### src/rtl/tppc_pkg.sv
/*
 * Constants for the three-phase PWM and phase counter block:
 * register offsets, control and status field positions, mode codes.
 * Assumes a 32-bit APB register bus with byte addresses.
 */
package tppc_pkg;
    // register byte offsets
    localparam logic [7:0] OFF_CTRL   = 8'h00;
    localparam logic [7:0] OFF_STAT   = 8'h04;
    localparam logic [7:0] OFF_PRICNT = 8'h08;
    localparam logic [7:0] OFF_SECCNT = 8'h0C;
    localparam logic [7:0] OFF_PERIOD = 8'h10;
    localparam logic [7:0] OFF_TR0    = 8'h14;
    localparam logic [7:0] OFF_BUF0   = 8'h20;
    localparam logic [7:0] OFF_QCNT   = 8'h2C;
    localparam logic [7:0] OFF_QCMPA  = 8'h30;
    localparam logic [7:0] OFF_QCMPB  = 8'h34;
    // control fields
    localparam int CTRL_RUN  = 0;
    localparam int CTRL_MODE = 1;
    localparam int CTRL_BUF  = 3;
    localparam int CTRL_OLSL = 4;
    localparam int CTRL_OLSH = 5;
    localparam int CTRL_QEN  = 6;
    localparam int CTRL_QCLR = 7;
    localparam int CTRL_W    = 9;
    localparam logic [8:0] CTRL_RST = 9'h030;
    // status fields
    localparam int ST_CMPA = 0;
    localparam int ST_OVF  = 1;
    localparam int ST_QA   = 2;
    localparam int ST_QB   = 3;
    localparam int ST_QOVF = 4;
    localparam int ST_DIR  = 5;
    localparam int ST_W    = 5;
    // modes and clear selects
    localparam logic [1:0] MODE_OFF   = 2'h0;
    localparam logic [1:0] MODE_RSYNC = 2'h1;
    localparam logic [1:0] MODE_COMP  = 2'h2;
    localparam logic [1:0] QCLR_A     = 2'h1;
    localparam logic [1:0] QCLR_B     = 2'h2;
    localparam logic [15:0] CNT_ZERO  = 16'h0000;
    localparam logic [15:0] CNT_MAX   = 16'hFFFF;
    localparam logic [15:0] CNT_ONE   = 16'h0001;
    typedef enum logic {TPPC_UP, TPPC_DOWN} tppc_dir_t;
endpackage

### src/rtl/tppc_top.sv
/*
 * Three-phase PWM pair generator (reset-synchronized and complementary)
 * with a quadrature phase counter, registers on APB.
 * Assumes ref_clk at 250 MHz, encoder inputs asynchronous to it.
 */
module tppc_top (
    // clock and reset
    input  wire logic        ref_clk,
    input  wire logic        rst_n,
    // apb slave
    input  wire logic        psel,
    input  wire logic        penable,
    input  wire logic        pwrite,
    input  wire logic [7:0]  paddr,
    input  wire logic [31:0] pwdata,
    output logic      [31:0] prdata,
    output logic             pready,
    output logic             pslverr,
    // pwm pins
    output logic             phase1_out,
    output logic             phase1_out_n,
    output logic             phase2_out,
    output logic             phase2_out_n,
    output logic             phase3_out,
    output logic             phase3_out_n,
    output logic             pwmPinEn,
    // encoder inputs
    input  wire logic        quad_input_a,
    input  wire logic        quad_input_b
);
    logic [8:0]  ctrl_r;
    logic [4:0]  stat_r;
    logic [15:0] primary_pwm_counter;
    logic [15:0] secondary_pwm_counter;
    logic [15:0] pwm_period_register;
    logic [15:0] trans_r [3];
    logic [15:0] buf_r [3];
    logic [15:0] quadrature_counter;
    logic [15:0] quad_compare_a;
    logic [15:0] quad_compare_b;
    tppc_pkg::tppc_dir_t dir_r;
    logic [31:0] prdata_r;
    logic        pready_r;
    logic        pslverr_r;
    logic [31:0] rdMux;
    logic        rdHit;

    function automatic logic hitReg(input logic [7:0] a, input logic [7:0] off);
        hitReg = (a == off);
    endfunction

    // bus decode
    wire        wrEn   = psel & penable & pready_r & pwrite;
    wire        wrCtrl = wrEn & hitReg(paddr, tppc_pkg::OFF_CTRL);
    wire        wrStat = wrEn & hitReg(paddr, tppc_pkg::OFF_STAT);
    wire        wrPri  = wrEn & hitReg(paddr, tppc_pkg::OFF_PRICNT);
    wire        wrSec  = wrEn & hitReg(paddr, tppc_pkg::OFF_SECCNT);
    wire        wrPer  = wrEn & hitReg(paddr, tppc_pkg::OFF_PERIOD);
    wire        wrQcnt = wrEn & hitReg(paddr, tppc_pkg::OFF_QCNT);
    wire        wrQa   = wrEn & hitReg(paddr, tppc_pkg::OFF_QCMPA);
    wire        wrQb   = wrEn & hitReg(paddr, tppc_pkg::OFF_QCMPB);
    wire [1:0]  mode   = ctrl_r[tppc_pkg::CTRL_MODE +: 2];
    wire        run    = ctrl_r[tppc_pkg::CTRL_RUN];
    wire        rsync  = run & (mode == tppc_pkg::MODE_RSYNC);
    wire        comp   = run & (mode == tppc_pkg::MODE_COMP);
    wire        up     = (dir_r == tppc_pkg::TPPC_UP);
    wire        perHit = (primary_pwm_counter == pwm_period_register);
    wire        secZero = (secondary_pwm_counter == tppc_pkg::CNT_ZERO);
    wire        secMax  = (secondary_pwm_counter == tppc_pkg::CNT_MAX);
    wire        underflow = comp & ~up & secZero;
    wire        turnDown  = comp & up & perHit;
    wire        bufXfer = ctrl_r[tppc_pkg::CTRL_BUF]
                        & ((rsync & perHit) | turnDown | underflow);
    wire        cmpaSet = (rsync & perHit) | turnDown;
    wire        ovfSet  = (rsync & secMax) | underflow;

    // read select, registered at setup so data is stable in access
    always_comb begin
        rdMux = 32'h0000_0000;
        rdHit = 1'b1;
        unique case (paddr)
            tppc_pkg::OFF_CTRL:   rdMux[8:0] = ctrl_r;
            tppc_pkg::OFF_STAT:   rdMux[5:0] = {dir_r == tppc_pkg::TPPC_DOWN, stat_r};
            tppc_pkg::OFF_PRICNT: rdMux[15:0] = primary_pwm_counter;
            tppc_pkg::OFF_SECCNT: rdMux[15:0] = secondary_pwm_counter;
            tppc_pkg::OFF_PERIOD: rdMux[15:0] = pwm_period_register;
            tppc_pkg::OFF_TR0:          rdMux[15:0] = trans_r[0];
            tppc_pkg::OFF_TR0 + 8'h04:  rdMux[15:0] = trans_r[1];
            tppc_pkg::OFF_TR0 + 8'h08:  rdMux[15:0] = trans_r[2];
            tppc_pkg::OFF_BUF0:         rdMux[15:0] = buf_r[0];
            tppc_pkg::OFF_BUF0 + 8'h04: rdMux[15:0] = buf_r[1];
            tppc_pkg::OFF_BUF0 + 8'h08: rdMux[15:0] = buf_r[2];
            tppc_pkg::OFF_QCNT:   rdMux[15:0] = quadrature_counter;
            tppc_pkg::OFF_QCMPA:  rdMux[15:0] = quad_compare_a;
            tppc_pkg::OFF_QCMPB:  rdMux[15:0] = quad_compare_b;
            default:              rdHit = 1'b0;
        endcase
    end

    // one wait-free access phase: ready rises the cycle after setup
    always_ff @(posedge ref_clk or negedge rst_n) begin
        if (!rst_n) begin
            pready_r  <= 1'b0;
            prdata_r  <= 32'h0000_0000;
            pslverr_r <= 1'b0;
        end else begin
            pready_r  <= psel & ~penable;
            prdata_r  <= rdMux;
            pslverr_r <= psel & ~penable & ~rdHit;
        end
    end
    assign prdata  = prdata_r;
    assign pready  = pready_r;
    assign pslverr = pslverr_r;

    // control register
    always_ff @(posedge ref_clk or negedge rst_n) begin
        if (!rst_n) ctrl_r <= tppc_pkg::CTRL_RST;
        else if (wrCtrl) ctrl_r <= pwdata[8:0];
    end

    // sticky flags, write 0 clears, a set in the same cycle wins
    wire [4:0] flagSet;
    wire [4:0] flagClr = wrStat ? ~pwdata[4:0] : 5'h00;
    always_ff @(posedge ref_clk or negedge rst_n) begin
        if (!rst_n) stat_r <= 5'h00;
        else stat_r <= flagSet | (stat_r & ~flagClr);
    end

    // period register
    always_ff @(posedge ref_clk or negedge rst_n) begin
        if (!rst_n) pwm_period_register <= tppc_pkg::CNT_MAX;
        else if (wrPer) pwm_period_register <= pwdata[15:0];
    end

    // primary counter; a software load overrides counting
    always_ff @(posedge ref_clk or negedge rst_n) begin
        if (!rst_n) primary_pwm_counter <= tppc_pkg::CNT_ZERO;
        else if (wrPri) primary_pwm_counter <= pwdata[15:0];
        else if (rsync) primary_pwm_counter <= perHit ? tppc_pkg::CNT_ZERO
                                               : primary_pwm_counter + tppc_pkg::CNT_ONE;
        else if (comp) primary_pwm_counter <= up ? primary_pwm_counter + tppc_pkg::CNT_ONE
                                              : primary_pwm_counter - tppc_pkg::CNT_ONE;
    end

    // secondary counter: free in reset-sync, wraps on undershoot in comp
    always_ff @(posedge ref_clk or negedge rst_n) begin
        if (!rst_n) secondary_pwm_counter <= tppc_pkg::CNT_ZERO;
        else if (wrSec) secondary_pwm_counter <= pwdata[15:0];
        else if (rsync | (comp & up)) secondary_pwm_counter <= secondary_pwm_counter
                                                              + tppc_pkg::CNT_ONE;
        else if (comp) secondary_pwm_counter <= secondary_pwm_counter
                                                - tppc_pkg::CNT_ONE;
    end

    // count direction, both counters share it
    always_ff @(posedge ref_clk or negedge rst_n) begin
        if (!rst_n) dir_r <= tppc_pkg::TPPC_UP;
        else if (!comp) dir_r <= tppc_pkg::TPPC_UP;
        else if (turnDown) dir_r <= tppc_pkg::TPPC_DOWN;
        else if (underflow) dir_r <= tppc_pkg::TPPC_UP;
    end

    // per-phase transition, buffer and output logic
    logic lvlPos_r [3];
    logic lvlNeg_r [3];
    logic pinPos_r [3];
    logic pinNeg_r [3];
    genvar g;
    generate
        for (g = 0; g < 3; g++) begin : gPhase
            wire [7:0] trOff  = tppc_pkg::OFF_TR0 + 8'(4 * g);
            wire [7:0] bufOff = tppc_pkg::OFF_BUF0 + 8'(4 * g);
            wire priHit = (primary_pwm_counter == trans_r[g]);
            wire secHit = (secondary_pwm_counter == trans_r[g]);
            wire ols = ctrl_r[(g == 0) ? tppc_pkg::CTRL_OLSL : tppc_pkg::CTRL_OLSH];
            // a value above period never matches in reset-sync, so output holds
            wire posNxt = rsync ? (perHit | (lvlPos_r[g] & ~priHit))
                        : comp ? ((~up & priHit) | (lvlPos_r[g] & ~(up & priHit)))
                        : 1'b0;
            wire negRaw = rsync ? (~perHit & (priHit | lvlNeg_r[g]))
                        : comp ? ((up & secHit) | (lvlNeg_r[g] & ~(~up & secHit)))
                        : 1'b0;
            // gating keeps the pair exclusive even with bad preloads
            wire negNxt = negRaw & ~posNxt;

            always_ff @(posedge ref_clk or negedge rst_n) begin
                if (!rst_n) trans_r[g] <= tppc_pkg::CNT_MAX;
                else if (wrEn && hitReg(paddr, trOff)) trans_r[g] <= pwdata[15:0];
                else if (bufXfer) trans_r[g] <= buf_r[g];
            end

            always_ff @(posedge ref_clk or negedge rst_n) begin
                if (!rst_n) buf_r[g] <= tppc_pkg::CNT_MAX;
                else if (wrEn && hitReg(paddr, bufOff)) buf_r[g] <= pwdata[15:0];
            end

            always_ff @(posedge ref_clk or negedge rst_n) begin
                if (!rst_n) begin
                    lvlPos_r[g] <= 1'b0;
                    lvlNeg_r[g] <= 1'b0;
                    pinPos_r[g] <= 1'b0;
                    pinNeg_r[g] <= 1'b0;
                end else begin
                    lvlPos_r[g] <= posNxt;
                    lvlNeg_r[g] <= negNxt;
                    pinPos_r[g] <= (rsync | comp) & (lvlPos_r[g] ~^ ols);
                    pinNeg_r[g] <= (rsync | comp) & (lvlNeg_r[g] ~^ ols);
                end
            end
        end
    endgenerate

    // pin takeover in either pwm mode
    always_ff @(posedge ref_clk or negedge rst_n) begin
        if (!rst_n) pwmPinEn <= 1'b0;
        else pwmPinEn <= rsync | comp;
    end
    assign phase1_out   = pinPos_r[0];
    assign phase1_out_n = pinNeg_r[0];
    assign phase2_out   = pinPos_r[1];
    assign phase2_out_n = pinNeg_r[1];
    assign phase3_out   = pinPos_r[2];
    assign phase3_out_n = pinNeg_r[2];

    // encoder inputs: three stages, change accepted when last two agree
    logic [2:0] qaSync_r;
    logic [2:0] qbSync_r;
    logic       qaF_r;
    logic       qbF_r;
    logic       qaP_r;
    logic       qbP_r;
    always_ff @(posedge ref_clk or negedge rst_n) begin
        if (!rst_n) begin
            qaSync_r <= 3'h0;
            qbSync_r <= 3'h0;
            qaF_r    <= 1'b0;
            qbF_r    <= 1'b0;
            qaP_r    <= 1'b0;
            qbP_r    <= 1'b0;
        end else begin
            qaSync_r <= {qaSync_r[1:0], quad_input_a};
            qbSync_r <= {qbSync_r[1:0], quad_input_b};
            if (qaSync_r[1] == qaSync_r[2]) qaF_r <= qaSync_r[2];
            if (qbSync_r[1] == qbSync_r[2]) qbF_r <= qbSync_r[2];
            qaP_r <= qaF_r;
            qbP_r <= qbF_r;
        end
    end

    // both edges of both inputs; simultaneous edges are dropped
    wire qen   = ctrl_r[tppc_pkg::CTRL_QEN];
    wire aEdge = qaF_r ^ qaP_r;
    wire bEdge = qbF_r ^ qbP_r;
    wire qStep = qen & (aEdge ^ bEdge);
    wire qUp   = aEdge ? (qaF_r ^ qbF_r) : (qaF_r ~^ qbF_r);
    wire qHitA = (quadrature_counter == quad_compare_a);
    wire qHitB = (quadrature_counter == quad_compare_b);
    wire [1:0] qClr = ctrl_r[tppc_pkg::CTRL_QCLR +: 2];
    wire qClear = (qHitA & (qClr == tppc_pkg::QCLR_A)) | (qHitB & (qClr == tppc_pkg::QCLR_B));
    wire qWrap = qUp ? (quadrature_counter == tppc_pkg::CNT_MAX)
                     : (quadrature_counter == tppc_pkg::CNT_ZERO);

    // quadrature counter; no prescale or edge select applies here
    always_ff @(posedge ref_clk or negedge rst_n) begin
        if (!rst_n) quadrature_counter <= tppc_pkg::CNT_ZERO;
        else if (wrQcnt) quadrature_counter <= pwdata[15:0];
        else if (qStep) quadrature_counter <= qClear ? tppc_pkg::CNT_ZERO
                       : qUp ? quadrature_counter + tppc_pkg::CNT_ONE
                       : quadrature_counter - tppc_pkg::CNT_ONE;
    end

    // quadrature compare values
    always_ff @(posedge ref_clk or negedge rst_n) begin
        if (!rst_n) begin
            quad_compare_a <= tppc_pkg::CNT_MAX;
            quad_compare_b <= tppc_pkg::CNT_MAX;
        end else begin
            if (wrQa) quad_compare_a <= pwdata[15:0];
            if (wrQb) quad_compare_b <= pwdata[15:0];
        end
    end

    assign flagSet = {qStep & qWrap & ~qClear, qStep & qHitB, qStep & qHitA,
                      ovfSet, cmpaSet};
endmodule

### config.mk
export PLATFORM = sky130hd
export DESIGN_NAME = tppc_top
export DESIGN_NICKNAME = d
export VERILOG_FILES = /design/src/rtl/tppc_pkg.sv /design/src/rtl/tppc_top.sv
export SDC_FILE = /design/constraint.sdc
export NUM_CORES = 1
export LEC_CHECK = 0
export ABC_CLOCK_PERIOD_IN_PS = 2800
export BUFFER_PORTS_ARGS = -buffer_cell sky130_fd_sc_hd__buf_2
export CAP_MARGIN = 25
export CORE_UTILIZATION = 55
export CTS_CLUSTER_DIAMETER = 40
export DETAILED_ROUTE_END_ITERATION = 16
export PLACE_DENSITY = 0.8
export SYNTH_ARGS = -nofsm -noshare
export SYNTH_HDL_FRONTEND = slang
export SYNTH_SLANG_ARGS = --single-unit
### constraint.sdc
create_clock -name ref_clk -period 2.8 [get_ports ref_clk]
set_input_delay 0.28 -clock ref_clk [delete_from_list [all_inputs] [get_ports ref_clk]]
set_output_delay 0.28 -clock ref_clk [all_outputs]
set_load 0.05 [all_outputs]
Word-level counts from Yosys, hierarchy flattened
Cells that the tools add are included.
{"block": "word_totals", "word_cells": 242, "reg_bits": 248}
{"block": "classes", "reduce_logical": 16, "n_addsub": 6, "bitwise": 112, "mux": 40, "n_eq_ne": 31}
{"operator": "$mux 16", "count": 18}
{"operator": "$eq 16x16->1", "count": 9}
{"operator": "$pmux 6 s14", "count": 1}
{"operator": "$pmux 7 s12", "count": 1}
{"operator": "$and 1x1->1", "count": 62}
{"operator": "$add 16x1->16 const B", "count": 3}
{"operator": "$eq 8x6->1 const B", "count": 6}
{"operator": "$sub 16x1->16 const B", "count": 3}
{"operator": "$pmux 3 s13", "count": 1}
{"operator": "$eq 16x16->1 const B", "count": 2}
{"operator": "$eq 8x5->1 const B", "count": 4}
{"operator": "$logic_not 16->1", "count": 2}
{"operator": "$mux 1", "count": 18}
{"operator": "$or 1x1->1", "count": 18}
{"operator": "$not 1->1", "count": 17}
{"operator": "$eq 8x4->1 const B", "count": 2}
{"operator": "$reduce_or 14->1", "count": 1}
{"operator": "$not 5->5", "count": 2}
{"operator": "$eq 8x3->1 const B", "count": 1}
{"operator": "$logic_not 8->1", "count": 1}
{"operator": "$reduce_bool 2->1", "count": 4}
{"operator": "$xnor 1x1->1", "count": 7}
{"operator": "$logic_and 1x1->1", "count": 6}
{"operator": "$reduce_bool 3->1", "count": 2}
{"operator": "other kinds (8)", "count": 14}

Longest topological paths before layout
{"block": "depth", "ltp_word": 9, "ltp_mapped": 13, "depth_no_buf": 10}

Least setup slack after synthesis
Ideal clock, no wire load.
{"block": "synth_timing", "kind": "register to register", "start": "reg ctrl_r[1]", "end": "reg secondary_pwm_counter[8]", "arrival_time_ns": 2.838, "setup_time_ns": 0.077, "path_slack_ns": -0.115, "period_less_slack_ns": 2.915, "t_required_ns": 2.723, "n_path_buf": 2, "path_stages_with_launch": 12, "cell_sequence": "dfrtp_1 -> nor2_1 -> a31o_2 -> clkbuf_1 -> xnor2_1 -> ha_1 -> or4_1 -> clkbuf_1 -> a2111oi_0 -> o21ai_0 -> xor2_1 -> a21oi_1"}
{"block": "synth_between", "elab_chain_len": 6}
{"item": "start: declaration", "line_no": "tppc_top.sv:31", "rtl": "logic [8:0] ctrl_r;"}
{"item": "start signal: assignment", "line_no": "tppc_top.sv:118", "rtl": "if (!rst_n) ctrl_r <= tppc_pkg::CTRL_RST;"}
{"item": "start signal: assignment", "line_no": "tppc_top.sv:119", "rtl": "else if (wrCtrl) ctrl_r <= pwdata[8:0];"}
{"item": "$eq 2x2->1", "line_no": "tppc_top.sv:65", "rtl": "wire comp = run & (mode == tppc_pkg::MODE_COMP);"}
{"item": "$and 1x1->1", "line_no": "tppc_top.sv:65"}
{"item": "$and 1x1->1", "line_no": "tppc_top.sv:150", "rtl": "else if (rsync | (comp & up)) secondary_pwm_counter <= secondary_pwm_counter"}
{"item": "$or 1x1->1", "line_no": "tppc_top.sv:150"}
{"item": "$mux 16", "line_no": "tppc_top.sv:150"}
{"item": "$mux 16", "line_no": "tppc_top.sv:149", "rtl": "else if (wrSec) secondary_pwm_counter <= pwdata[15:0];"}
{"item": "end signal: assignment", "line_no": "tppc_top.sv:149"}
{"item": "end signal: assignment", "line_no": "tppc_top.sv:150"}
{"item": "end signal: assignment", "line_no": "tppc_top.sv:152", "rtl": "else if (comp) secondary_pwm_counter <= secondary_pwm_counter"}
{"item": "end: declaration", "line_no": "tppc_top.sv:34", "rtl": "logic [15:0] secondary_pwm_counter;"}
Parallel ways exist; a longest one is shown, timed or not.
A chain may end at the register's enable or synchronous reset.

Worst setup path after layout
{"block": "layout_timing", "start": "reg qbF_r", "end": "reg quadrature_counter[6]"}
{"block": "layout_between", "elab_chain_len": 6}
{"item": "start: declaration", "line_no": "tppc_top.sv:230", "rtl": "logic qbF_r;"}
{"item": "start signal: assignment", "line_no": "tppc_top.sv:245", "rtl": "if (qbSync_r[1] == qbSync_r[2]) qbF_r <= qbSync_r[2];"}
{"item": "$xnor 1x1->1 / $xor 1x1->1 (equally long branches)", "line_no": "tppc_top.sv:256", "rtl": "wire qUp = aEdge ? (qaF_r ^ qbF_r) : (qaF_r ~^ qbF_r);"}
{"item": "$mux 1", "line_no": "tppc_top.sv:256"}
{"item": "$mux 16", "line_no": "tppc_top.sv:269", "rtl": ": qUp ? quadrature_counter + tppc_pkg::CNT_ONE"}
{"item": "$mux 16 (2 in a row)", "line_no": "tppc_top.sv:268", "rtl": "else if (qStep) quadrature_counter <= qClear ? tppc_pkg::CNT_ZERO"}
{"item": "$mux 16", "line_no": "tppc_top.sv:267", "rtl": "else if (wrQcnt) quadrature_counter <= pwdata[15:0];"}
{"item": "end signal: assignment", "line_no": "tppc_top.sv:266", "rtl": "if (!rst_n) quadrature_counter <= tppc_pkg::CNT_ZERO;"}
{"item": "end signal: assignment", "line_no": "tppc_top.sv:267"}
{"item": "end signal: assignment", "line_no": "tppc_top.sv:268"}
{"item": "end: declaration", "line_no": "tppc_top.sv:38", "rtl": "logic [15:0] quadrature_counter;"}
Parallel ways exist; a longest one is shown, timed or not. The select of a mux whose other input is x is not followed.

==> summary.md <==
| Metric | Value |
|---|---|
| Number of buffers added on ports | 55 |
| Clock tree from TritonCTS | done |
| Root buffer cell | clkbuf_16 |
| DRC | 0 |
| Status | complete, no violations |
| First-pass GRT wire length | 86060 µm |
| Share of layout cells above drive strength 1 | 30.84% |
| Max VDD drop | 0.0007860 V |
| Iter 0 DRT Violations | 1969 |
| DP Area | 16620 µm² |
| Gate Count Post-Synth | 1608 |
| Crit-path cells | xnor2_1, inv_2, ha_1, o21ai_0, a21oi_2, buf_4, o21ai_0, nor2b_1, xnor2_1, a221oi_1, nor2_1 |
| P per Cell Area | 575.0 nW/µm² |
| H-tree Lvls | 2 |
| Hold depth | 3 |
| Crit-path slowest cell | dfrtp_1 |
| Largest net degree at the start of global routing | 73 |
| Total track usage | 40.89% |
| Final hold vios | 0 |
| Vias | 14060 |
| HPWL Detailed | 41910 µm |
| Crit share post-route | 96.11% |
| Rows | 60 |
| Leak | 7.606 nW |
| Filler Cell Count | 2150 |
| Worst-skew pair later-pin latency | 0.54 ns |
| Required time of the critical path | 3.21 ns |
| Clock slew at reported path FFs | 0.06 ns |
| Seq cells post-synth | 248 |
| Top cell family by delay on the critical path | compound AO/OA/AOI/OAI gates |
| Routed length on met3 | 6859 µm |
| FF+latch area | 6389 µm² |
| Max Root-Sink Buffers | 3 |
| Switching share of power | 29.30% |
| Final hold slack | 0.04267 ns |
| Die H | 169.3 µm |
| Placed Cells incl. Taps | 2023 |
| Number of I/O pins | 88 |
| Drt total wl | 57880 µm |
| Setup bufs post-CTS | 0 |
| Final instance area | 18050 µm² |
| Sequential Power Share | 36.4% |
| Grt ovf | 0 |
| Worst Reg-to-Reg Cells | 11 |
| Most frequent cells in the layout | xor2_1 (146), dfstp_2 (146), nor2_1 (119), buf_4 (119), nand2_1 (112) |
| Part of the Yosys area used for sequential elements | 41.53% |
| Async set-reset flop share out of synthesis | 100.0% |
| Worst-Margin Slew | 0.8528 ns |
| Core Box Area | 27180 µm² |
| WP buf/inv | 2 |
| CP Class | reg2reg |
| TritonCTS Buffers | 38 |
| Area grow syn2layout | 17.34% |
| Clock Skew | 0.02764 ns |
| Post-Syn Area | 15380 µm² |
| Met2 wire len | 24660 µm |
| Slew Viols, Final | 0 |
| Initial antenna violation count | 0 |
| Internal | 7.338 mW |
| Die width | 169.3 µm |
| Post-detailed-route count of antenna-violating nets | 0 |
| Layout Nets | 1760 |
| Die area | 28650 µm² |
| Worst Setup Start Kind | flop |
| Met1 Routed Length | 23650 µm |
| Via/cell ratio | 6.703 |
| Worst slew margin | 43.01% |
| Cell depth of the worst setup path | 11 |
| Max Clk Rate | 371.6 MHz |
| Crit end category | flop |
| Gp weighted congestion | 1.030 |
| Initial Util | 56.61% |
| Combinational cell fraction of total power | 14.7% |
| Tot Pwr | 10.38 mW |
| Number of global-route vias before repair | 13310 |
| Routed len/inst | 27.60 µm |
| CP arrival | 3.10 ns |
| Number of synthesized flops with an enable pin | 0 |
| Ys Warns | 0 |
| Worst-path maximum fanout | 9 |
| Antenna cells | 0 |
| Minimum clock period | 2.691 ns |
| Tightest Hold Check Type | in2reg |
| Net Switching | 3.041 mW |
| Most used DFF post-synth | dfstp_2 |
| Clock Power Share | 48.8% |
| Drt pass-1 iters | 6 |
| Non-filler instance count after layout | 2097 |
| Avg Cell Area, Syn | 9.568 µm² |
| Area of the multi-input gates | 8471 µm² |
| Num Clock Sinks | 248 |
| Max Cap Viol | 0 |
| DR top layer | met4 |
| Crit-path max cell delay | 0.40 ns |
| Final Setup Violations | 0 |
| Post-synthesis cell type count | 74 |
-- routing by layer --
layer | up-vias | track usage, %
li1 | 6011 | -
met1 | 6888 | 57.35
met2 | 967 | 59.89
met3 | 191 | 9.608
met4 | 0 | 18.68
met5 | - | 0
-- cell type report --
| class | count | area share (%) |
|---|---|---|
| multi-input combinational | 1210 | 46.92 |
| sequential | 248 | 35.39 |
| timing repair buffer | 183 | 7.305 |
| clock buffer | 44 | 5.559 |
| tap | 372 | 2.578 |
| clock inverter | 26 | 1.955 |
| inverter | 14 | 0.2911 |
-- synthesized netlist by cell type, types with 27 or more instances --
cell type	n	area [µm²]
clkbuf_1	113	424.2
nor3_1	27	135.1
o21ai_0	94	470.5
dfrtp_1	102	2552
dfstp_2	146	3836
mux2i_1	58	580.6
nand4_1	31	193.9
a22oi_1	46	345.3
xor2_1	146	1279
nor4_1	52	325.3
nand2_1	112	420.4
nand3_1	29	145.1
xnor2_1	31	271.5
mux2_2	106	1194
nor2_1	121	454.2
a21oi_1	86	430.4
-- worst register-to-register path, delay by kind of cell, from the launching register on --
kind | cells | cell delay, ns
AO/OA/AOI/OAI | 4 | 0.87
XOR/XNOR | 2 | 0.34
adder cells (fa/ha/maj) | 1 | 0.34
buffers and inverters | 2 | 0.32
flip-flops | 1 | 0.40
AND/OR/NAND/NOR | 2 | 0.29
-- flip-flops by register name, indices dropped and copies added (netlist names), 3 cells and up --
register	count
quad_compare_b	16
qbSync_r	3
quadrature_counter	16
quad_compare_a	16
primary_pwm_counter	16
trans_r	48
ctrl_r	9
prdata	16
lvlNeg_r	3
buf_r	48
qaSync_r	3
pwm_period_register	16
secondary_pwm_counter	16
lvlPos_r	3
stat_r	5
-- final timing paths --
check                             from  slack [ns]               endpoint
min in group asynchronous        rst_n        0.33              ctrl_r[1]
max in group asynchronous        rst_n        1.64            trans_r[25]
hold / removal                    psel        0.04                 pready
hold reg to reg            qbSync_r[0]        0.34            qbSync_r[1]
setup reg to reg                 qbF_r        0.11  quadrature_counter[6]
setup / recovery                 qbF_r        0.11  quadrature_counter[6]
-- per-stage QoR --
step / TNS [ns] / setup slack [ns] / utilization [%]
4_1_cts: 0 / 0.01377 / 66.32
2_1_floorplan: 0 / 0.01295 / -
5_1_grt: -0.03751 / -0.03367 / 66.43
3_3_place_gp: 0 / 0.1124 / 61.16
3_5_place_dp: -0.006693 / -0.006693 / 61.16
6_report: 0 / 0.1090 / 66.43
-- cell families (layout without fill, tap and decap cells) --
group           after synthesis  count (layout)  synth area share, %
mux                         165             165                11.68
other cells                   1              16              0.02437
fa+ha+maj                    20              20                1.643
buf+inv                     165             267                4.506
flops                       248             248                41.53
compound gates              370             370                15.61
xor+xnor                    177             177                10.08
simple gates                462             462                14.94
-- power by group through the flow --
stage / logic [mW] / clock network (mW) / registers (mW)
global route: 1.64 / 5.23 / 3.78
global placement: 1.42 / 0 / 3.83
detailed placement: 1.45 / 0 / 3.83
floorplan: 0.968 / 0 / 3.79
CTS: 1.47 / 5.10 / 3.78
finish: 1.53 / 5.07 / 3.78
-- repair_timing --
action | 4_1_cts | 5_1_grt
setup endpoints to repair | 2 | 14
endpoints found under the hold margin | 45 | 0
hold buffers | 4 | 0
resized for setup | 1 | 11
Power figures use the tool's default switching activity.
